### src/hw/pts_pkg.sv
// shared constants for the precision-time timestamp path
package pts_pkg;
  // data widths
  localparam int BYTE_W = 8;
  localparam int TIME_W = 80;
  localparam int CMD_W = 64;
  localparam int USER_W = 128;
  localparam int STAMP_W = 128;
  localparam int OFF_W = 16;
  localparam int TAG_W = 16;
  // transmit user sideband layout
  localparam int USER_UNDERRUN = 0;
  localparam int USER_CMD_LO = 64;
  // command field layout
  localparam int CMD_OP_LO = 0;
  localparam int CMD_CHK_UPD = 8;
  localparam int CMD_TAG_LO = 16;
  localparam int CMD_TS_OFF_LO = 32;
  localparam int CMD_CHK_OFF_LO = 48;
  localparam logic [1:0] OP_ONE_STEP = 2'h1;
  localparam logic [1:0] OP_TWO_STEP = 2'h2;
  // time-of-day layout: seconds above nanoseconds
  localparam int NS_W = 32;
  localparam int SEC_W = 48;
  localparam logic [31:0] NS_PER_SEC = 32'h3b9aca00;
  // correction format counts nanoseconds scaled by 2^16
  localparam int CORR_FRAC_W = 16;
  // latency defaults, in nanoseconds
  localparam logic [31:0] TX_LAT_DEFAULT_NS = 32'h00000040;
  localparam logic [31:0] RX_LAT_DEFAULT_NS = 32'h00000030;
  // inserted stamp lengths, in bytes
  localparam logic [OFF_W-1:0] DAY_STAMP_BYTES = 16'h000a;
  localparam logic [OFF_W-1:0] CORR_STAMP_BYTES = 16'h0008;
  localparam logic [OFF_W-1:0] CORR_SKIP_BYTES = 16'h0002;
  // udp checksum sits this many bytes before the correction field
  localparam logic [OFF_W-1:0] CORR_CHK_GAP = 16'h000a;
  // in-line receive stamp occupies the preamble slot
  localparam int INL_BYTES = 8;
  localparam logic [3:0] INL_COUNT = 4'h8;
  // frame check sequence
  localparam logic [31:0] CRC_POLY = 32'hedb88320;
  localparam logic [31:0] CRC_INIT = 32'hffffffff;
  localparam logic [1:0] FCS_LAST = 2'h3;
  // transmit fifo word: {last, underrun, command, data}
  localparam int TXF_DEPTH = 16;
  localparam int TXF_W = BYTE_W + CMD_W + 2;
  localparam int TXF_UNDERRUN = BYTE_W + CMD_W;
  localparam int TXF_LAST = BYTE_W + CMD_W + 1;
  // transmit sequencer
  typedef enum logic [0:0] {
    TX_DATA = 1'b0,
    TX_FCS = 1'b1
  } pts_tx_state_t;
endpackage

### src/hw/pts_fifo.sv
// synchronous fifo with valid/ready on both sides
`timescale 1ns/1ps
`default_nettype none
module pts_fifo #(
  parameter int WIDTH = 8,
  parameter int DEPTH = 16
) (
  input wire logic clk,
  input wire logic rst,
  input wire logic [WIDTH-1:0] inData,
  input wire logic inValid,
  output logic inReady,
  output logic [WIDTH-1:0] outData,
  output logic outValid,
  input wire logic outReady
);
  localparam int AW = $clog2(DEPTH);
  // storage array
  logic [WIDTH-1:0] mem [DEPTH];
  logic [AW-1:0] wrPtrQ;
  logic [AW-1:0] rdPtrQ;
  logic [AW:0] cntQ;
  logic [AW:0] cntD;
  logic notFullQ;
  logic push;
  logic pop;

  assign push = inValid && notFullQ;
  assign pop = outReady && (cntQ != '0);
  assign inReady = notFullQ;
  assign outValid = (cntQ != '0);
  assign outData = mem[rdPtrQ];

  // occupancy after this cycle
  always_comb
  begin
    cntD = cntQ;
    if (push && !pop)
      cntD = cntQ + 1'b1;
    else if (pop && !push)
      cntD = cntQ - 1'b1;
  end

  // pointers, count and registered space flag
  always_ff @(posedge clk)
  begin
    if (rst)
    begin
      wrPtrQ <= '0;
      rdPtrQ <= '0;
      cntQ <= '0;
      notFullQ <= 1'b1;
    end
    else
    begin
      if (push)
        wrPtrQ <= wrPtrQ + 1'b1;
      if (pop)
        rdPtrQ <= rdPtrQ + 1'b1;
      cntQ <= cntD;
      notFullQ <= (cntD != DEPTH[AW:0]);
    end
  end

  // write port
  always_ff @(posedge clk)
  begin
    if (push)
      mem[wrPtrQ] <= inData;
  end
endmodule
`default_nettype wire

### src/hw/pts_timestamp_path.sv
// timestamp capture, adjust, insert and delivery for transmit and receive
//
// Summary of operation
// capture transmit time at frame start delimiter
// one-step stamp updates udp checksum and fcs
// add configurable transmit latency, default full path
// latency adjust applies to both formats
// stamp every receive frame, 80-bit out-of-band
// in-line stamp: low seconds then nanoseconds
// correction format: 64-bit stamp out-of-band too
// capture receive time at phy delimiter
// subtract configurable receive latency, default phy path
// partner supplies correction value, standard encoding
// stamp stream valid with first frame word
// stamp stream runs on receive clock
// stamp word: ns low, seconds above, rest zero
// in-line option puts stamp before frame
// in-line off leaves receive stream unchanged
// client gives command on widened sideband
// command held valid with first word
// sideband bit zero signals underrun
// sideband bits 63 to 1 ignored
// command bits used only without in-line command
// op bits: one-step, two-step, else no-op
// tag returned with transmit stamp
// offset locates inserted stamp from frame start
// stamp stream valid one cycle per frame
`timescale 1ns/1ps
`default_nettype none
module pts_timestamp_path (
  input wire logic ref_clk,
  input wire logic rst,
  input wire logic [pts_pkg::TIME_W-1:0] timeNow,
  input wire logic [pts_pkg::CMD_W-1:0] corrNow,
  input wire logic useCorrFormat,
  input wire logic inlineCmdEnable,
  input wire logic inlineRxEnable,
  input wire logic [31:0] txLatencyNs,
  input wire logic txLatencyLoad,
  input wire logic [31:0] rxLatencyNs,
  input wire logic rxLatencyLoad,
  input wire logic [pts_pkg::BYTE_W-1:0] txInData,
  input wire logic txInValid,
  input wire logic txInLast,
  input wire logic [pts_pkg::USER_W-1:0] txInUser,
  output logic txInReady,
  output logic [pts_pkg::BYTE_W-1:0] txOutData,
  output logic txOutValid,
  output logic txOutLast,
  output logic txOutUnderrun,
  input wire logic txOutReady,
  output logic [pts_pkg::TIME_W-1:0] txStampTime,
  output logic [pts_pkg::TAG_W-1:0] txStampTag,
  output logic txStampValid,
  input wire logic phySfd,
  input wire logic [pts_pkg::BYTE_W-1:0] rxInData,
  input wire logic rxInValid,
  input wire logic rxInLast,
  output logic [pts_pkg::BYTE_W-1:0] rxOutData,
  output logic rxOutValid,
  output logic rxOutLast,
  output logic [pts_pkg::STAMP_W-1:0] rxStampStreamData,
  output logic rxStampStreamValid
);
  import pts_pkg::*;

  // time-of-day plus or minus a latency, with seconds carry/borrow
  function automatic logic [TIME_W-1:0] dayTimeAdjust(input logic [TIME_W-1:0] t,
    input logic [31:0] lat, input logic sub);
    logic [SEC_W-1:0] s;
    logic [NS_W:0] n;
    s = t[TIME_W-1:NS_W];
    n = {1'b0, t[NS_W-1:0]};
    if (!sub)
    begin
      n = n + {1'b0, lat};
      if (n >= {1'b0, NS_PER_SEC})
      begin
        n = n - {1'b0, NS_PER_SEC};
        s = s + 1'b1;
      end
    end
    else if (t[NS_W-1:0] >= lat)
      n = n - {1'b0, lat};
    else
    begin
      n = n + {1'b0, NS_PER_SEC} - {1'b0, lat};
      s = s - 1'b1;
    end
    return {s, n[NS_W-1:0]};
  endfunction

  // adjusted stamp in the selected format, correction value zero-extended
  function automatic logic [TIME_W-1:0] stampOf(input logic corr,
    input logic [TIME_W-1:0] t, input logic [CMD_W-1:0] c,
    input logic [31:0] lat, input logic sub);
    logic [CMD_W-1:0] l;
    l = {16'h0000, lat, 16'h0000};
    if (corr)
      return {16'h0000, (sub ? c - l : c + l)};
    return dayTimeAdjust(t, lat, sub);
  endfunction

  // byte idx of an 80-bit value, most significant first
  function automatic logic [BYTE_W-1:0] pickByte(input logic [TIME_W-1:0] v,
    input logic [3:0] idx);
    return v[(TIME_W-1) - 8*idx -: BYTE_W];
  endfunction

  // one reflected crc32 byte step
  function automatic logic [31:0] crcByte(input logic [31:0] c,
    input logic [BYTE_W-1:0] b);
    logic [31:0] r;
    r = c ^ {24'h000000, b};
    for (int i = 0; i < BYTE_W; i++)
      r = r[0] ? ((r >> 1) ^ CRC_POLY) : (r >> 1);
    return r;
  endfunction

  // latency registers, loaded by software, reset to path defaults
  logic [31:0] txLatQ;
  logic [31:0] rxLatQ;
  always_ff @(posedge ref_clk)
  begin
    if (rst)
    begin
      txLatQ <= TX_LAT_DEFAULT_NS;
      rxLatQ <= RX_LAT_DEFAULT_NS;
    end
    else
    begin
      if (txLatencyLoad)
        txLatQ <= txLatencyNs;
      if (rxLatencyLoad)
        rxLatQ <= rxLatencyNs;
    end
  end

  // ---------------- transmit ----------------
  logic [TXF_W-1:0] fWord; // fifo head word
  logic fValid;
  logic fPop;
  logic [CMD_W-1:0] cmdIn; // command written into the fifo
  pts_tx_state_t txStateQ;
  logic txSofQ; // next popped byte opens a frame
  logic [OFF_W-1:0] txPosQ; // byte position from destination address
  logic [CMD_W-1:0] txCmdQ;
  logic [TIME_W-1:0] txTimeQ;
  logic [31:0] crcQ;
  logic [1:0] fcsCntQ;
  logic txAdv;
  logic popNow;
  logic [CMD_W-1:0] cmdNow;
  logic [TIME_W-1:0] stampTx;
  logic [TIME_W-1:0] tsNow;
  logic [1:0] op;
  logic oneStep;
  logic [OFF_W-1:0] tsOff;
  logic [OFF_W-1:0] chkOff;
  logic [OFF_W-1:0] rel;
  logic [OFF_W-1:0] tsIdx;
  logic inTs;
  logic inChk;
  logic [BYTE_W-1:0] outByte;

  // command only taken from the sideband without in-line command mode
  assign cmdIn = inlineCmdEnable ? '0 : txInUser[USER_W-1:USER_CMD_LO];

  pts_fifo #(
    .WIDTH(TXF_W),
    .DEPTH(TXF_DEPTH)
  ) u_txFifo (
    .clk(ref_clk),
    .rst(rst),
    .inData({txInLast, txInUser[USER_UNDERRUN], cmdIn, txInData}),
    .inValid(txInValid),
    .inReady(txInReady),
    .outData(fWord),
    .outValid(fValid),
    .outReady(fPop)
  );

  // transmit byte selection and insertion decode
  always_comb
  begin
    txAdv = !txOutValid || txOutReady;
    fPop = txAdv && (txStateQ == TX_DATA);
    popNow = fPop && fValid;
    cmdNow = txSofQ ? fWord[BYTE_W +: CMD_W] : txCmdQ;
    stampTx = stampOf(useCorrFormat, timeNow, corrNow, txLatQ, 1'b0);
    tsNow = txSofQ ? stampTx : txTimeQ;
    op = cmdNow[CMD_OP_LO +: 2];
    oneStep = (op == OP_ONE_STEP);
    tsOff = cmdNow[CMD_TS_OFF_LO +: OFF_W];
    chkOff = useCorrFormat ? tsOff - CORR_CHK_GAP : cmdNow[CMD_CHK_OFF_LO +: OFF_W];
    rel = txPosQ - tsOff;
    tsIdx = rel + (useCorrFormat ? CORR_SKIP_BYTES : 16'h0000);
    inTs = oneStep && (txPosQ >= tsOff) &&
      (rel < (useCorrFormat ? CORR_STAMP_BYTES : DAY_STAMP_BYTES));
    inChk = oneStep && cmdNow[CMD_CHK_UPD] &&
      ((txPosQ == chkOff) || (txPosQ == chkOff + 16'h0001));
    if (inTs)
      outByte = pickByte(tsNow, tsIdx[3:0]);
    else if (inChk)
      outByte = 8'h00; // zero checksum marks it unused
    else
      outByte = fWord[BYTE_W-1:0];
  end

  // sequencer: frame bytes, then four fcs bytes over modified data
  always_ff @(posedge ref_clk)
  begin
    if (rst)
    begin
      txStateQ <= TX_DATA;
      fcsCntQ <= '0;
    end
    else
    begin
      unique case (txStateQ)
        TX_DATA:
        begin
          if (popNow && fWord[TXF_LAST])
          begin
            txStateQ <= TX_FCS;
            fcsCntQ <= '0;
          end
        end
        TX_FCS:
        begin
          if (txAdv)
          begin
            fcsCntQ <= fcsCntQ + 1'b1;
            if (fcsCntQ == FCS_LAST)
              txStateQ <= TX_DATA;
          end
        end
      endcase
    end
  end

  // frame tracking, command and time latch, crc
  always_ff @(posedge ref_clk)
  begin
    if (rst)
    begin
      txSofQ <= 1'b1;
      txPosQ <= '0;
      txCmdQ <= '0;
      txTimeQ <= '0;
      crcQ <= CRC_INIT;
    end
    else if (popNow)
    begin
      txSofQ <= fWord[TXF_LAST];
      // back to 0 at frame end so the next first byte is position 0
      txPosQ <= fWord[TXF_LAST] ? '0 : txPosQ + 16'h0001;
      crcQ <= crcByte(txSofQ ? CRC_INIT : crcQ, outByte);
      if (txSofQ)
      begin
        txCmdQ <= cmdNow;
        txTimeQ <= stampTx;
      end
    end
  end

  // transmit output register
  always_ff @(posedge ref_clk)
  begin
    if (rst)
    begin
      txOutValid <= 1'b0;
      txOutData <= '0;
      txOutLast <= 1'b0;
      txOutUnderrun <= 1'b0;
    end
    else if (txAdv)
    begin
      if (txStateQ == TX_DATA)
      begin
        txOutValid <= fValid;
        txOutData <= outByte;
        txOutLast <= 1'b0;
        txOutUnderrun <= fValid && fWord[TXF_UNDERRUN];
      end
      else
      begin
        txOutValid <= 1'b1;
        txOutData <= ~crcQ[8*fcsCntQ +: BYTE_W];
        txOutLast <= (fcsCntQ == FCS_LAST);
        txOutUnderrun <= 1'b0;
      end
    end
  end

  // transmit stamp return with tag, one-step and two-step only
  always_ff @(posedge ref_clk)
  begin
    if (rst)
    begin
      txStampValid <= 1'b0;
      txStampTime <= '0;
      txStampTag <= '0;
    end
    else
    begin
      txStampValid <= popNow && txSofQ && (op == OP_ONE_STEP || op == OP_TWO_STEP);
      if (popNow && txSofQ)
      begin
        txStampTime <= stampTx;
        txStampTag <= cmdNow[CMD_TAG_LO +: TAG_W];
      end
    end
  end

  // ---------------- receive (ref_clk is the mac receive clock) ----------------
  logic [TIME_W-1:0] rxCapQ; // adjusted capture at phy delimiter
  logic rxSofQ;
  logic rxInlQ; // current frame carries an in-line stamp
  logic [3:0] inlCntQ;
  logic rxFirst;
  logic modeNow;
  logic [BYTE_W-1:0] dlyData [INL_BYTES];
  logic [INL_BYTES-1:0] dlyValid;
  logic [INL_BYTES-1:0] dlyLast;
  logic [INL_BYTES-1:0] dlyFirst;

  assign rxFirst = rxInValid && rxSofQ;
  assign modeNow = rxFirst ? inlineRxEnable : rxInlQ;

  // capture at phy delimiter, latency removed
  always_ff @(posedge ref_clk)
  begin
    if (rst)
      rxCapQ <= '0;
    else if (phySfd)
      rxCapQ <= stampOf(useCorrFormat, timeNow, corrNow, rxLatQ, 1'b1);
  end

  // frame tracking and in-line byte counter
  always_ff @(posedge ref_clk)
  begin
    if (rst)
    begin
      rxSofQ <= 1'b1;
      rxInlQ <= 1'b0;
      inlCntQ <= '0;
    end
    else
    begin
      if (rxInValid)
        rxSofQ <= rxInLast;
      if (rxFirst)
        rxInlQ <= inlineRxEnable;
      if (rxFirst && inlineRxEnable)
        inlCntQ <= INL_COUNT - 4'h1;
      else if (inlCntQ != '0)
        inlCntQ <= inlCntQ - 4'h1;
    end
  end

  // delay line holding frame bytes while the stamp is sent
  always_ff @(posedge ref_clk)
  begin
    if (rst)
    begin
      dlyValid <= '0;
      dlyLast <= '0;
      dlyFirst <= '0;
    end
    else
    begin
      dlyValid <= {dlyValid[INL_BYTES-2:0], rxInValid};
      dlyLast <= {dlyLast[INL_BYTES-2:0], rxInLast};
      dlyFirst <= {dlyFirst[INL_BYTES-2:0], rxFirst};
    end
    dlyData[0] <= rxInData;
    for (int i = 1; i < INL_BYTES; i++)
      dlyData[i] <= dlyData[i-1];
  end

  // receive output register: stamp, delayed frame or direct frame
  always_ff @(posedge ref_clk)
  begin
    if (rst)
    begin
      rxOutValid <= 1'b0;
      rxOutData <= '0;
      rxOutLast <= 1'b0;
    end
    else if (rxFirst && inlineRxEnable)
    begin
      rxOutValid <= 1'b1; // first byte of low seconds
      rxOutData <= pickByte({16'h0000, rxCapQ[CMD_W-1:0]}, 4'h2);
      rxOutLast <= 1'b0;
    end
    else if (inlCntQ != '0)
    begin
      rxOutValid <= 1'b1;
      rxOutData <= pickByte({16'h0000, rxCapQ[CMD_W-1:0]}, 4'ha - inlCntQ);
      rxOutLast <= 1'b0;
    end
    else if (modeNow)
    begin
      rxOutValid <= dlyValid[INL_BYTES-1];
      rxOutData <= dlyData[INL_BYTES-1];
      rxOutLast <= dlyLast[INL_BYTES-1];
    end
    else
    begin
      rxOutValid <= rxInValid;
      rxOutData <= rxInData;
      rxOutLast <= rxInLast;
    end
  end

  // dedicated stamp stream, aligned with first frame byte out
  always_ff @(posedge ref_clk)
  begin
    if (rst)
    begin
      rxStampStreamValid <= 1'b0;
      rxStampStreamData <= '0;
    end
    else
    begin
      rxStampStreamValid <= (rxFirst && !inlineRxEnable) ||
        (rxInlQ && dlyFirst[INL_BYTES-1]);
      if ((rxFirst && !inlineRxEnable) || (rxInlQ && dlyFirst[INL_BYTES-1]))
        rxStampStreamData <= {48'h0, rxCapQ};
    end
  end

  // ---------------- checks ----------------
  property p_txCapture;
    @(posedge ref_clk) disable iff (rst)
    popNow && txSofQ && (op == OP_TWO_STEP) |=> txStampValid && (txStampTime == $past(stampTx));
  endproperty
  a_txCapture: assert property (p_txCapture) else $error("tx stamp not captured at start");

  property p_txLatAdd;
    @(posedge ref_clk) disable iff (rst)
    popNow && txSofQ && !useCorrFormat && (timeNow[NS_W-1:0] < NS_PER_SEC - txLatQ)
      |=> txStampTime == $past(timeNow) + {48'h0, $past(txLatQ)};
  endproperty
  a_txLatAdd: assert property (p_txLatAdd) else $error("tx latency not added");

  property p_txCorrLat;
    @(posedge ref_clk) disable iff (rst)
    popNow && txSofQ && useCorrFormat
      |=> txStampTime[CMD_W-1:0] == $past(corrNow) + {16'h0, $past(txLatQ), 16'h0};
  endproperty
  a_txCorrLat: assert property (p_txCorrLat) else $error("correction latency wrong");

  property p_txTag;
    @(posedge ref_clk) disable iff (rst)
    popNow && txSofQ |=> txStampTag == $past(fWord[BYTE_W + CMD_TAG_LO +: TAG_W]);
  endproperty
  a_txTag: assert property (p_txTag) else $error("tag not returned");

  property p_tsInsert;
    @(posedge ref_clk) disable iff (rst)
    popNow && oneStep && !useCorrFormat && (txPosQ == tsOff)
      |=> txOutData == $past(tsNow[TIME_W-1 -: BYTE_W]);
  endproperty
  a_tsInsert: assert property (p_tsInsert) else $error("stamp not at offset");

  property p_underrun;
    @(posedge ref_clk) disable iff (rst)
    popNow |=> txOutUnderrun == $past(fWord[TXF_UNDERRUN]);
  endproperty
  a_underrun: assert property (p_underrun) else $error("underrun not carried");

  property p_rxCapture;
    @(posedge ref_clk) disable iff (rst)
    phySfd && useCorrFormat ##1 !phySfd
      |-> rxCapQ[CMD_W-1:0] == $past(corrNow) - {16'h0, $past(rxLatQ), 16'h0};
  endproperty
  a_rxCapture: assert property (p_rxCapture) else $error("rx capture wrong");

  property p_rxDirect;
    @(posedge ref_clk) disable iff (rst)
    rxFirst && !inlineRxEnable |=> rxStampStreamValid && rxOutValid && (rxOutData == $past(rxInData));
  endproperty
  a_rxDirect: assert property (p_rxDirect) else $error("stamp not with first word");

  property p_rxInline;
    @(posedge ref_clk) disable iff (rst)
    rxFirst && inlineRxEnable
      |=> (rxOutData == rxCapQ[63:56]) && !rxStampStreamValid ##7 !rxStampStreamValid
      ##1 rxStampStreamValid;
  endproperty
  a_rxInline: assert property (p_rxInline) else $error("in-line stamp misplaced");

  property p_rxOnce;
    @(posedge ref_clk) disable iff (rst)
    rxStampStreamValid |=> !rxStampStreamValid;
  endproperty
  a_rxOnce: assert property (p_rxOnce) else $error("stamp valid longer than one cycle");

  property p_rxLayout;
    @(posedge ref_clk) disable iff (rst)
    rxStampStreamValid |-> rxStampStreamData[STAMP_W-1:TIME_W] == '0;
  endproperty
  a_rxLayout: assert property (p_rxLayout) else $error("reserved stamp bits set");

  c_oneStep: cover property (@(posedge ref_clk) popNow && txSofQ && oneStep);
  c_fcsEnd: cover property (@(posedge ref_clk) txStateQ == TX_FCS && fcsCntQ == FCS_LAST);
  c_rxInline: cover property (@(posedge ref_clk) rxFirst && inlineRxEnable);
  c_fifoFull: cover property (@(posedge ref_clk) txInValid && !txInReady);
endmodule
`default_nettype wire

### config.mk
export PLATFORM = sky130hd
export DESIGN_NAME = pts_timestamp_path
export DESIGN_NICKNAME = d
export VERILOG_FILES = /design/src/hw/pts_pkg.sv /design/src/hw/pts_fifo.sv /design/src/hw/pts_timestamp_path.sv
export SDC_FILE = /design/constraint.sdc
export NUM_CORES = 2
export LEC_CHECK = 0
export BUFFER_PORTS_ARGS = -buffer_cell sky130_fd_sc_hd__buf_4
export CAP_MARGIN = 10
export CORE_ASPECT_RATIO = 0.6
export CORE_UTILIZATION = 45
export DETAILED_ROUTE_END_ITERATION = 16
export PLACE_DENSITY_LB_ADDON = 0.25
export SLEW_MARGIN = 20
export SYNTH_ARGS = -nofsm -noshare
export SYNTH_HDL_FRONTEND = slang
export SYNTH_SLANG_ARGS = --single-unit
### constraint.sdc
create_clock -name ref_clk -period 10.4 [get_ports ref_clk]
set_input_delay 0 -clock ref_clk [delete_from_list [all_inputs] [get_ports ref_clk]]
set_output_delay 0 -clock ref_clk [all_outputs]
set_load 0.1 [all_outputs]
==> summary.txt <==
Clock tree
  – CTS tree: yes
  – Clk root buf: clkbuf_16
  – TritonCTS sink count: 1598
  – Clock Latency Late Sink: 0.82 ns
  – CTS HTree Levels: 4
  – Cts bufs inserted: 153
  – Longest Clk Path Bufs: 3
  – Clock transition at path regs: 0.06 ns

Synthesis
  – Ys async rst share: 0%
  – Sequential-to-total area share from yosys stat: 53.9%
  – Mux cell area share after synthesis: 11.1%
  – Largest family of logic cells by synthesized area: compound AO/OA/AOI/OAI gates
  – Synthesized area: 77500 µm²
  – Warnings from Yosys: 0
  – Leading register cell type out of synthesis: edfxtp_1
  – Compound-Gate Fraction of Synth Area: 11.7%
  – Post-Syn Instances: 6606
  – Adder and majority cell fraction of the synthesized area: 3.97%
  – Flops & latches, synth: 1598
  – Syn Area/Cell: 11.7 µm²
  – Simple-gate portion of the synthesized area: 11.5%
  – Post-synth EDFFs: 976
  – Unique cell type count in the Yosys netlist: 112
  – Post-synthesis xor/xnor area fraction: 4.19%

Critical path
  – Critical-path maximum fanout: 43
  – FF-to-FF setup slack: 1.43 ns
  – Setup crit start kind: flop
  – Worst path required time: 11.05 ns
  – WS Path Type: flop to flop
  – Critical Path End Type: flop
  – FF-to-FF End: crcQ[18]
  – R2r worst-path depth: 25
  – Critical Path Sink: crcQ[18]
  – Arrival time worst endpoint: 9.63 ns

Layout
  – Share of layout cells above drive strength 1: 16.8%
  – Commonest non-fill, non-tap cell in the layout: edfxtp_1
  – Layout area overhead: 19.8%
  – Commonest cells after routing, fill and taps aside: edfxtp_1 (976), nand2_1 (730), dfxtp_1 (617)
  – Final Non-Filler Cells: 9802
  – # nets final: 7994

STA
  – Setup violations, final: 0
  – Slew @ Worst Pin: 1.44 ns
  – Final Max Tran Viols: 0
  – TNS Setup: 0 ns
  – Hold Vio Cnt, Final: 0
  – Minimum hold slack: 0.0437 ns
  – Final period util: 86.3%
  – Worst relative slew slack: 3.24%
  – Clk_skew: 0.0471 ns
  – Fmax: 111 MHz
  – RSZ-0062 raised after global routing: false
  – Minimum clock period: 8.97 ns

Floorplan
  – Core Region: 170000 µm²
  – Die ar.: 174000 µm²
  – Initial Util: 45.5%
  – Ports: 613
  – Cell Rows: 117
  – Chip height: 324 µm
  – Die W: 538 µm

Global route
  – Largest net degree at the start of global routing: 147
  – Initial antenna violation count: 21
  – Vias in the first global route: 55000
  – Gr usage total: 31.2%
  – First-pass GRT wire length: 392000 µm
  – Total grt overflow: 0

Placement
  – Final weighted congestion in routability-driven placement: 1.00
  – IO Port Bufs: 488
  – Dpl cells: 9078
  – Hpwl dp: 194000 µm

Pwr
  – Leak pwr: 0.0338 µW
  – Final Power: 23300 µW
  – Peak VDD IR: 319 µV
  – Pwr dens: 251 nW/µm²

Worst hold path
  – Worst Hold Launch: txInData[7]
  – Hold path cells: 2
  – Hold WC Path Type: input pin to flop

Run status
  – Outcome: completed

Route
  – # DRC: 0
  – DR iter-0 viols: 8028
  – Detail Route Antenna Nets: 0
  – Drt pass-1 iters: 7
  – Vias post-DR: 59400
  – Routed len/inst: 28.3 µm
  – Via density: 6.06
  – Routed WL: 277000 µm

Flow run
  – Max Cap Viol: 0
per-stage QoR:
| stage | cell area, µm² | utilization [%] | worst slack [ns] |
|---|---|---|---|
| 6_report | 92900 | 54.5 | 1.43 |
| 3_5_place_dp | 83200 | 48.8 | 1.57 |
| 2_1_floorplan | 77700 | - | 0.933 |
| 3_3_place_gp | 83200 | 48.8 | 1.56 |
| 5_1_grt | 92900 | 54.5 | 0.654 |
| 4_1_cts | 92800 | 54.4 | 1.53 |
critical path, stage by stage (launching register included):
cell and delay, ns:
dfxtp_4 0.89, buf_4 0.45, mux4_2 0.55, o22ai_1 0.22, or2_2 0.23, nor2_1 0.05
a21oi_1 0.38, fa_1 0.29, a21o_1 0.13, a21oi_1 0.09, nor2_1 0.10, a21oi_1 0.09
or4_1 0.60, nor4_1 0.20, nand3_1 0.12, or4_1 0.49, nor4_1 0.76, nand4_1 0.38
a2111oi_0 0.50, a31oi_1 0.17, and3_1 0.29, xnor2_1 0.56, xnor2_2 0.27, xnor3_1 0.51
xnor3_1 0.39, o211ai_1 0.08
cells in the mapped netlist, types with 56 or more instances:
library cell,instances,area [µm²]
a211oi_1,63,473
xor2_1,128,1120
and3_1,56,350
ha_1,209,2620
clkbuf_1,277,1040
a21oi_1,506,2530
dfxtp_1,622,12500
a21o_1,60,450
nor2b_1,114,713
nand2_1,731,2740
mux4_2,278,6260
o211ai_1,83,623
nand4_1,57,357
nand3_1,124,621
mux2i_1,148,1480
nor3_1,121,606
edfxtp_1,976,29300
buf_4,73,548
xnor2_1,208,1820
nand2b_1,58,363
nor2_1,446,1670
inv_1,187,702
o21a_1,59,443
o21ai_0,211,1060
worst min path at each step:
stage,slack [ns],to
2_1_floorplan,0.03,dlyData[0][0]
3_3_place_gp,0.13,dlyData[0][0]
3_5_place_dp,0.13,dlyData[0][7]
4_1_cts,0.0002,rxCapQ[30]
5_1_grt,0.05,txStampTime[15]
6_report,0.04,u_txFifo.mem[8][7]
repair_timing:
action / 4_1_cts / 5_1_grt
endpoints found under the hold margin: 1300 / 1
setup buffers: 0 / 0
endpoints found under the setup margin: 0 / 0
gates resized for setup: 0 / 0
hold buffers: 420 / 1
area by class of cell:
cell class | instances | area, µm²
repair buffers | 1028 | 8830
flip-flops and latches | 1598 | 41800
clock inverters | 96 | 1280
multi-input cells | 4424 | 33300
well taps | 2261 | 2830
inverters | 192 | 723
diodes | 16 | 40.0
clock buffers | 187 | 4090
fillers | 14400 | 77500
flip-flops by register name, summed over array words and instances (netlist names), 51 cells and up, named ones only:
signal,flops
u_txFifo.mem,976
txTimeQ,80
rxStampStreamData,80
txStampTime,80
txCmdQ,51
rxCapQ,80
dlyData,64
kinds of logic (layout without fill, tap and decap cells):
group,Yosys count,count (layout)
AO/OA/AOI/OAI,1400,1400
XOR/XNOR,350,350
adder cells (fa/ha/maj),232,232
buffers and inverters,631,1503
flip-flops,1598,1598
multiplexers,467,467
other,1,64
AND/OR/NAND/NOR,1927,1927
routing by layer:
| metal | track usage, % | up-vias | wire length, µm |
|---|---|---|---|
| met2 | 41.2 | 3145 | 110000 |
| met5 | 0 | - | 108 |
| met3 | 11.5 | 317 | 37100 |
| met4 | 6.64 | 18 | 5230 |
| li1 | - | 26100 | - |
| met1 | 48.0 | 29800 | 125000 |
report_power, final:
group	total, µW	switching [µW]	leakage, µW	internal (µW)
sequential	7670	431	0.0141	7240
combinational	9660	6490	0.0172	3170
clock	6010	2600	0.00261	3410
Power figures use the tool's default switching activity.
